File: config.mk
export PLATFORM = sky130hd
export DESIGN_NAME = printer_port_registers
export DESIGN_NICKNAME = d
export VERILOG_FILES = /design/src/printer_port_pkg.sv /design/src/printer_port_registers.sv
export SDC_FILE = /design/constraint.sdc
export NUM_CORES = 1
export LEC_CHECK = 0
export ABC_AREA = 1
export BUFFER_PORTS_ARGS = -buffer_cell sky130_fd_sc_hd__buf_4
export CAP_MARGIN = 20
export CORE_ASPECT_RATIO = 0.7
export CORE_MARGIN = 2
export CORE_UTILIZATION = 44
export CTS_CLUSTER_DIAMETER = 100
export CTS_CLUSTER_SIZE = 10
export DETAILED_ROUTE_END_ITERATION = 8
export PLACE_DENSITY = 0.8
export SYNTH_ARGS = -nofsm -noshare
export SYNTH_HDL_FRONTEND = slang
export SYNTH_SLANG_ARGS = --single-unit
File: constraint.sdc
create_clock -name clk_sys -period 1.2 [get_ports clk_sys]
set_input_delay 0 -clock clk_sys [delete_from_list [all_inputs] [get_ports clk_sys]]
set_output_delay 0 -clock clk_sys [all_outputs]
set_load 0.01 [all_outputs]
File: src/printer_port_pkg.sv
package printer_port_pkg;

  // ---------------------------------------------------------------------------
  // Register map: the index sits in the low two address bits; the upper two must be zero.
  // ---------------------------------------------------------------------------
  localparam logic [1:0] IDX_DATA    = 2'h0;
  localparam logic [1:0] IDX_STATUS  = 2'h1;
  localparam logic [1:0] IDX_CONTROL = 2'h2;

  // ---------------------------------------------------------------------------
  // Control register field positions.
  // ---------------------------------------------------------------------------
  localparam int CTL_STROBE    = 0;
  localparam int CTL_AUTOFEED  = 1;
  localparam int CTL_INIT      = 2;
  localparam int CTL_SELECT_IN = 3;
  localparam int CTL_IRQ_EN    = 4;
  localparam int CTL_DIR       = 5;

  // ---------------------------------------------------------------------------
  // Status register field positions.
  // ---------------------------------------------------------------------------
  localparam int STS_IRQ_FLAG  = 2;
  localparam int STS_ACK       = 6;

  // ---------------------------------------------------------------------------
  // Reset values and fixed bit patterns.
  // ---------------------------------------------------------------------------
  localparam logic [7:0] DATA_RESET     = 8'h00;
  localparam logic [5:0] CONTROL_RESET  = 6'h00;
  localparam logic [1:0] STS_RESERVED   = 2'h3;
  localparam logic [1:0] CTL_RESERVED   = 2'h0;
  localparam logic [31:0] UNMAPPED_READ = 32'h0000_0000;

  // ---------------------------------------------------------------------------
  // Bus answer timing: cycles from request to waitrequest low.
  // ---------------------------------------------------------------------------
  localparam int BUS_WAIT_CYCLES = 1;

endpackage

File: src/printer_port_registers.sv
`timescale 1ns/10ps

// Notes on behaviour
// Compatibility mode: write drives lines, read returns latch.
// Extended mode: read latch, or lines when direction set.
// Extended writes always latch; drive only direction clear.
// Direction bit 5 acts only in extended mode.
// Direction set disables drivers; clear restores output.
// Data index 0, status 1, control 2.
// Status bits 0 and 1 read one.
// Flag clears on acknowledge release while bit 4 set; status read sets.
// Status 3..7: error, select, paper, ack, busy.
// After reset status 0..2 read one.
// Control read returns last write.
// Control bit 0 drives strobe output.
// Control bit 1 drives autofeed output.
// Control bit 2 set negates initialize output.
// Control bit 3 drives select-in output.
// Bit 4 enables interrupt; clear floats output.
// Control bits 6 and 7 read zero.
// Interrupt active while flag cleared and enabled.
module printer_port_registers (
  input  wire logic        clk_sys,
  input  wire logic        reset,
  // Avalon-MM slave.
  input  wire logic [3:0]  address,
  input  wire logic        read,
  input  wire logic        write,
  input  wire logic [31:0] writedata,
  input  wire logic [3:0]  byteenable,
  output logic      [31:0] readdata,
  output logic             waitrequest,
  // Printer connector; assertion levels are active high at these ports.
  input  wire logic        extended_mode_pin,
  input  wire logic [7:0] printer_data_lines_in,
  output logic      [7:0] printer_data_lines_out,
  output logic            printer_data_lines_oe,
  input  wire logic        errorInput,
  input  wire logic        selected_input,
  input  wire logic        paper_out_input,
  input  wire logic        ackInput,
  input  wire logic        busyInput,
  output logic             strobe_ctrl,
  output logic             autofeed_ctrl,
  output logic             initOut,
  output logic             select_in_ctrl,
  output logic             printer_irq_out,
  output logic             printer_irq_out_oe
);

  // ---------------------------------------------------------------------------
  // Register state.
  // ---------------------------------------------------------------------------
  logic [7:0] dataLatch;
  logic [5:0] printer_control_reg;
  logic       irqFlag;        // Active low: zero means an acknowledge was seen.
  logic       ackLast;
  logic       busy;           // Request accepted, answer due next edge.
  logic       doRead;
  logic       doWrite;
  logic       wordSel;
  logic [7:0] printer_status_reg;
  logic [7:0] dataReadValue;
  logic       dirActive;
  logic       statusRead;
  logic       ackRelease;

  // ---------------------------------------------------------------------------
  // Bus handshake.
  // ---------------------------------------------------------------------------

  // Every access waits one cycle so read data come from a flop; the access
  // takes effect at the edge where waitrequest is sampled low.
  always_ff @(posedge clk_sys) begin
    if (reset) begin
      busy <= 1'b0;
    end else if (busy) begin
      busy <= 1'b0;
    end else if (read || write) begin
      busy <= 1'b1;
    end
  end

  // Waitrequest idles high and drops for exactly the completing cycle.
  always_ff @(posedge clk_sys) begin
    if (reset) begin
      waitrequest <= 1'b1;
    end else begin
      waitrequest <= ~(~busy && (read || write));
    end
  end

  // Strobes fire on the completing edge only, once per access.
  assign doRead  = read && ~waitrequest;
  assign doWrite = write && ~waitrequest && byteenable[0];
  assign wordSel = (address[3:2] == 2'h0);

  // ---------------------------------------------------------------------------
  // Data path and direction.
  // ---------------------------------------------------------------------------

  // Direction only counts in extended mode.
  assign dirActive = extended_mode_pin && printer_control_reg[printer_port_pkg::CTL_DIR];

  // Writes always land in the latch, in either mode.
  always_ff @(posedge clk_sys) begin
    if (reset) begin
      dataLatch <= printer_port_pkg::DATA_RESET;
    end else if (doWrite && wordSel && address[1:0] == printer_port_pkg::IDX_DATA) begin
      dataLatch <= writedata[7:0];
    end
  end

  // The drivers follow the latch with one register stage so the pins come
  // straight from flops; a write reaches the pins one edge after it completes.
  always_ff @(posedge clk_sys) begin
    if (reset) begin
      printer_data_lines_out <= printer_port_pkg::DATA_RESET;
      printer_data_lines_oe  <= 1'b1;
    end else begin
      printer_data_lines_out <= dataLatch;
      printer_data_lines_oe  <= ~dirActive;
    end
  end

  assign dataReadValue = dirActive ? printer_data_lines_in : dataLatch;

  // ---------------------------------------------------------------------------
  // Control register and printer control outputs.
  // ---------------------------------------------------------------------------

  // Control holds the last written value of its six live bits.
  always_ff @(posedge clk_sys) begin
    if (reset) begin
      printer_control_reg <= printer_port_pkg::CONTROL_RESET;
    end else if (doWrite && wordSel && address[1:0] == printer_port_pkg::IDX_CONTROL) begin
      printer_control_reg <= writedata[5:0];
    end
  end

  // Control outputs are registered copies of the control bits; initOut takes the inverse of its bit.
  always_ff @(posedge clk_sys) begin
    if (reset) begin
      strobe_ctrl    <= 1'b0;
      autofeed_ctrl  <= 1'b0;
      initOut        <= 1'b1;
      select_in_ctrl <= 1'b0;
    end else begin
      strobe_ctrl    <= printer_control_reg[printer_port_pkg::CTL_STROBE];
      autofeed_ctrl  <= printer_control_reg[printer_port_pkg::CTL_AUTOFEED];
      initOut        <= ~printer_control_reg[printer_port_pkg::CTL_INIT];
      select_in_ctrl <= printer_control_reg[printer_port_pkg::CTL_SELECT_IN];
    end
  end

  // ---------------------------------------------------------------------------
  // Interrupt flag.
  // ---------------------------------------------------------------------------
  assign statusRead = doRead && wordSel && address[1:0] == printer_port_pkg::IDX_STATUS;
  assign ackRelease = ackLast && ~ackInput;

  always_ff @(posedge clk_sys) begin
    if (reset) begin
      ackLast <= 1'b0;
    end else begin
      ackLast <= ackInput;
    end
  end

  // The acknowledge event wins over a status read completing in the same cycle, so that read
  // cannot lose it; the read returns the pre-event value in that cycle.
  always_ff @(posedge clk_sys) begin
    if (reset) begin
      irqFlag <= 1'b1;
    end else if (ackRelease && printer_control_reg[printer_port_pkg::CTL_IRQ_EN]) begin
      irqFlag <= 1'b0;
    end else if (statusRead) begin
      irqFlag <= 1'b1;
    end
  end

  // Output floats while disabled; drives active while the flag is cleared.
  always_ff @(posedge clk_sys) begin
    if (reset) begin
      printer_irq_out    <= 1'b0;
      printer_irq_out_oe <= 1'b0;
    end else begin
      printer_irq_out    <= ~irqFlag && printer_control_reg[printer_port_pkg::CTL_IRQ_EN];
      printer_irq_out_oe <= printer_control_reg[printer_port_pkg::CTL_IRQ_EN];
    end
  end

  // ---------------------------------------------------------------------------
  // Read multiplexer.
  // ---------------------------------------------------------------------------
  assign printer_status_reg = {busyInput, ackInput, paper_out_input, selected_input, errorInput,
                               irqFlag, printer_port_pkg::STS_RESERVED};

  // Data is captured into readdata when the request is accepted, one edge before the completing edge.
  always_ff @(posedge clk_sys) begin
    if (reset) begin
      readdata <= printer_port_pkg::UNMAPPED_READ;
    end else if (~busy && read) begin
      if (!wordSel) begin
        readdata <= printer_port_pkg::UNMAPPED_READ;
      end else begin
        unique case (address[1:0])
          printer_port_pkg::IDX_DATA:    readdata <= {24'h000000, dataReadValue};
          printer_port_pkg::IDX_STATUS:  readdata <= {24'h000000, printer_status_reg};
          printer_port_pkg::IDX_CONTROL: readdata <= {24'h000000, printer_port_pkg::CTL_RESERVED,
                                                      printer_control_reg};
          default:                       readdata <= printer_port_pkg::UNMAPPED_READ;
        endcase
      end
    end
  end
endmodule // printer_port_registers

==> key figures, run 1 <==
Floorplanning
  • IO Pins: 106
  • Chip Width: 82.35 um
  • Initial core utilization: 0.4706
  • Core area: approximately 0.0040 mm^2
  • Placement Rows: 19
  • Die area: slightly below 0.005 mm^2
  • Die H: 58.84 um

Finish
  • Final Util: 0.6054
  • Share of layout cells above drive strength 1: 0.2431
  • Most frequent cells in the layout: 55 x buf_4, 44 x nand2_1, 43 x nor2_1, 41 x dfxtp_1, 31 x inv_1
  • Fin area: between 0.002 and 0.0025 mm^2
  • Antenna diodes: 0
  • Layout area overhead: 28.66%
  • Commonest non-fill, non-tap cell in the layout: buf_4
  • Register area: 820.8 um^2
  • Biggest regs: dataLatch (8), printer_data_lines_out (8), readdata (8)
  • Multi-input logic area: about 790 um^2
  • Fill cells: 375
  • Final net count: approximately 380

Setup path
  • Startpoint class of the critical path: flop
  • Reg2reg setup slack: 120 ps
  • Setup CP Type: flop to flop
  • CP required: 1400 ps
  • CP max FO: 9
  • Setup crit end kind: flop
  • CP arrival: about 1300 ps

Yosys
  • Syn Area/Cell: 7.271 um^2
  • Post-synthesis sequential element count: 41
  • Synth top area share: 0.4341
  • Leading area contributor after synthesis: dfxtp_1
  • Netlist cell types: 24
  • Synthesized cell area: 0.001891 mm^2
  • Synth area leaders: dfxtp_1 43%, buf_4 10%, nand2_1 8.7%, nor2_1 8.5%, nand3_1 7.9%
  • Syn Inst Count: 260
  • Seq/Total Area, Yosys: 0.4341
  • Synth Warn #: 0

Place
  • Placed Area: around 0.0022 mm^2
  • Dpl hpwl: 3179 um
  • I/O Buffers: 54
  • Routability congestion estimate: 0.8342

STA
  • Fin crit share: 0.8968
  • Fmax: 929.2 MHz
  • Crit path time final: 1076 ps
  • TNS Setup: 0 ps
  • Setup Skew: 4.412 ps
  • Pins Over Slew Limit: 0
  • RSZ-0062 raised after global routing: no
  • Final Hold Vio Count: 0
  • # setup viols final: 0

Routing
  • DR vias/cell: 4.435
  • Final WL: 4103 um
  • Post-DRT Antenna Nets: 0
  • Routed vias: 1672
  • TritonRoute pass-1 iters: 4
  • Initial DRC Count: 70
  • Routed length per instance: around 11 um
  • DRC Markers: 0

Hold path
  • Hold crit path type: input pin to flop

Global route
  • Total gr overflow: 0
  • Initial antenna violation count: 0
  • Vias in the first global route: 1428
  • Global-route wire length before repair: 6196 um
  • GRT Total Usage: 0.1717
  • Largest net degree at the start of global routing: 25

Power and ir drop
  • Power per cell area: 1063 mW/mm^2
  • LEAKAGE: about 1.2 nW
  • Worst IR Drop VDD: between 0.6 and 0.7 mV
  • Pwr Total: approximately 2.6 mW

Clock tree
  • Clk slew on worst S/H paths: approximately 80 ps
  • CTS tree: built
  • Sink Count: 41
  • H-tree levels: 2
  • Clk_lat worst skew: 300 ps
  • TritonCTS Buffers: 5
  • Setup Fix Bufs, Post-CTS: 0
  • Clock root buffer master: clkbuf_8
  • Max Root-Sink Buffers: 2

Run status
  • Outcome: finished, final reports clean

Run
  • Max-cap violations: 0
## final timing paths
kind,startpoint,end,cells past startpoint
max,waitrequest,dataLatch[4],6
min,write,busy,3
max reg2reg,waitrequest,dataLatch[4],6
min reg2reg,printer_control_reg[2],initOut,1
## through the flow
stage | setup WS, ps | cells | hold WS (ps)
floorplan | 149.3 | 283 | 69.07
global placement | 64.44 | 359 | 234.6
detailed placement | 55.32 | 359 | 246.6
CTS | 50.24 | 377 | 17.63
global route | 16.26 | 377 | 45.02
finish | 123.8 | 377 | 42.80
## cell families (layout without fill, tap and decap cells)
group,count (synthesis),after routing,synth area share
AND/OR/NAND/NOR,126,126,0.3038
buffers and inverters,68,110,0.1959
flip-flops,41,41,0.4342
AO/OA/AOI/OAI,24,24,0.06420
other,1,24,0.001984
## cell usage after synthesis (all sizes together)
master	number
inv	35
o22ai	1
nand3	30
a21oi	8
dfxtp	41
nand2	47
buf	28
o21ai	15
nor2	48
nor3	1
clkbuf	3
clkinv	2
conb	1
## layout make-up
| class | count | share of cell area |
|---|---|---|
| tap | 52 | 0.02675 |
| sequential | 41 | 0.3374 |
| timing repair buffer | 65 | 0.2109 |
| multi-input combinational | 174 | 0.3266 |
| clock buffer | 5 | 0.02829 |
| clock inverter | 3 | 0.009259 |
| inverter | 37 | 0.06070 |
## layer usage
layer / track usage / routed length, um / up-vias
li1: - / - / 881
met1: 0.2268 / 1903 / 732
met2: 0.2604 / 1818 / 53
met3: 0.06748 / 338 / 6
met4: 0.05000 / 42 / 0
met5: 0 / 0 / -
## worst max-delay path, stage by stage, from the launching register on
cell and delay (ps):
dfxtp_1 310, inv_1 80, nand3_2 110, nor2_8 130, nand2_4 110, o21ai_1 180
nor2_1 50
## power by group
part	internal (mW)	leakage [nW]	switching [mW]	total (mW)
clock	0.407	0.0364	0.502	0.909
combinational	0.127	0.848	0.172	0.299
sequential	1.37	0.331	0.00550	1.38
total	1.91	1.22	0.679	2.59
## timing repair
item                       CTS  global route
hold endpoints to repair    16             0
hold buffers                10             0
resized for setup            0             2
setup endpoints to repair    0             2
Note: power is estimated with default switching activity, not from simulation.
==> run 2: changes to the inputs <==
CORE_UTILIZATION = 40   (was 44)
PLACE_DENSITY = 0.76   (was 0.8)
clock period = 0.9 ns   (was 1.2 ns; I/O delays follow)
==> key figures, run 2 (synthesized netlist as in run 1, its figures left out) <==
Clock tree
  • TritonCTS Buffers: 5 (unchanged)
  • Clock root buffer master: clkbuf_8 (unchanged)
  • Clk slew on worst S/H paths: 90 ps (was 80 ps)
  • H-tree levels: 2 (unchanged)
  • CTS tree: built (unchanged)
  • Sink Count: 41 (unchanged)
  • Max Root-Sink Buffers: 2 (unchanged)
  • Clk_lat worst skew: 300 ps (about the same)

Setup path
  • Setup crit end kind: flop (unchanged)
  • CP max FO: 4 (was 9)
  • Worst-path cell chain: inv_2, nand3_4, nor2_8, nand2_2, o21ai_1, nor2_1 (was inv_1, nand3_2, nor2_8, nand2_4, o21ai_1, nor2_1)
  • Setup CP Type: flop to flop (unchanged)
  • Top Family by Delay on Critical Path: simple AND/OR/NAND/NOR gates (unchanged)
  • Max incr delay on CP: 330 ps (was 310 ps)
  • FF-to-FF Start: waitrequest (unchanged)
  • Startpoint class of the critical path: flop (unchanged)
  • Slowest CP cell: dfxtp_2 (was dfxtp_1)
  • WP buf/inv: 1 (unchanged)
  • CP startpoint: waitrequest (unchanged)
  • CP arrival: 1230 ps (was 1280 ps)
  • CP required: 1100 ps (was 1400 ps)

Place
  • I/O Buffers: 54 (unchanged)
  • Placement Setup Slack: -124.8 ps (was 55.32 ps)
  • Routability congestion estimate: 0.7997 (was 0.8342)
  • DP Cell Count: 367 (was 359)
  • Placed Area: 0.002287 mm^2 (was 0.002232 mm^2)
  • Dpl hpwl: 3382 um (was 3179 um)

Hold path
  • Hold path startpoint: reset (was write)
  • Hold crit path type: input pin to flop (unchanged)

Finish
  • Multi-input logic area: 912.1 um^2 (was 794.5 um^2)
  • Antenna diodes: 0 (unchanged)
  • Most frequent cells in the layout: 58 x buf_4, 42 x nand2_1, 40 x nor2_1, 38 x dfxtp_1, 29 x inv_1 (was 55 x buf_4, 44 x nand2_1, 43 x nor2_1, 41 x dfxtp_1, 31 x inv_1)
  • Commonest non-fill, non-tap cell in the layout: buf_4 (unchanged)
  • Fill cells: 429 (was 375)
  • Fin area: 0.002649 mm^2 (was 0.002432 mm^2)
  • Layout area overhead: 40.11% (was 28.66%)
  • Final Util: 0.5980 (was 0.6054)
  • Post-layout instance count excluding filler cells: 387 (was 377)
  • Biggest regs: dataLatch (8), printer_data_lines_out (8), readdata (8) (unchanged)
  • Share of layout cells above drive strength 1: 0.3373 (was 0.2431)
  • Register area: 827.0 um^2 (was 820.8 um^2)
  • Final net count: 389 (was 382)

Global route
  • Largest net degree at the start of global routing: 25 (unchanged)
  • Vias in the first global route: 1605 (was 1428)
  • Global-route wire length before repair: 7272 um (was 6196 um)
  • GRT Total Usage: 0.1801 (was 0.1717)
  • Total gr overflow: 0 (unchanged)
  • Initial antenna violation count: 0 (unchanged)

STA
  • Setup Skew: 8.811 ps (was 4.412 ps)
  • Worst hold margin: 31.06 ps (was 42.80 ps)
  • Fin worst setup slack: -135.0 ps (was 123.8 ps)
  • Fin crit share: 1.150 (was 0.8968)
  • Final Hold Vio Count: 0 (unchanged)
  • Pins Over Slew Limit: 0 (unchanged)
  • RSZ-0062 raised after global routing: yes (was no)
  • Fmax: 966.2 MHz (was 929.2 MHz)
  • TNS Setup: -1786 ps (was 0 ps)
  • Crit path time final: 1035 ps (was 1076 ps)
  • # setup viols final: 22 (was 0)

Floorplanning
  • Die H: 61.52 um (was 58.84 um)
  • Chip Width: 86.17 um (was 82.35 um)
  • Initial core utilization: 0.4268 (was 0.4706)
  • Placement Rows: 20 (was 19)
  • IO Pins: 106 (unchanged)
  • Die area: 0.005301 mm^2 (was 0.004845 mm^2)
  • Core area: 0.004429 mm^2 (was 0.004018 mm^2)

Power and ir drop
  • Pwr Total: 3.805 mW (was 2.585 mW)
  • Worst IR Drop VDD: 0.6839 mV (was 0.6164 mV)
  • Power per cell area: 1436 mW/mm^2 (was 1063 mW/mm^2)
  • LEAKAGE: 1.289 nW (was 1.216 nW)

Routing
  • Initial DRC Count: 66 (was 70)
  • Post-DRT Antenna Nets: 0 (unchanged)
  • Final WL: 4788 um (was 4103 um)
  • Routed vias: 1760 (was 1672)
  • TritonRoute pass-1 iters: 4 (unchanged)
  • DRC Markers: 0 (unchanged)
  • Routed length per instance: 12.37 um (was 10.88 um)
  • DR vias/cell: 4.548 (was 4.435)

Run status
  • Outcome: finished with violations (was finished, final reports clean)
  • Failing checks: setup timing

Run
  • Max-cap violations: 0 (unchanged)
-- run 2: changes by cell type in the layout (fill, tap and decap cells not counted), sizes merged --
cell	change
bufinv	+1
clkinvlp	-2
nand2	+1
inv	+1
buf	+6
-- run 2: final timing paths --
check	to	slack [ps]	cells past startpoint
setup / recovery	dataLatch[3]	-130	6
hold / removal	readdata[1]	30	2
setup reg to reg	dataLatch[3]	-130	6
hold reg to reg	initOut	440	1
-- run 2: timing repair --
item                                    4_1_cts  5_1_grt
pin swaps                                    14        6
endpoints found under the hold margin        16        0
endpoints found under the setup margin       23       24
gates cloned                                  1        0
resized for setup                            20       15
hold buffers                                 10        0
buffers inserted                              0        1
-- run 2: layout make-up --
class,instances,share of cell area
flip-flops and latches,41,0.3122
inverters,37,0.05905
multi-input cells,175,0.3444
clock buffers,5,0.02598
clock inverters,3,0.01748
well taps,55,0.02598
repair buffers,71,0.2149
-- run 2: report_power, final --
part	switching [mW]	leakage (nW)	total, mW	internal [mW]
Sequential	0.0105	0.332	1.84	1.83
Clock	0.685	0.0543	1.51	0.830
Combinational	0.263	0.902	0.451	0.188
Total	0.959	1.29	3.80	2.85
-- run 2: layer usage --
layer | GRT usage | up-vias | wire length [um]
li1 | - | 893 | -
met1 | 0.2402 | 793 | 2097
met4 | 0.06027 | 0 | 87
met2 | 0.2846 | 64 | 2241
met3 | 0.05362 | 10 | 363
met5 | 0 | - | 0
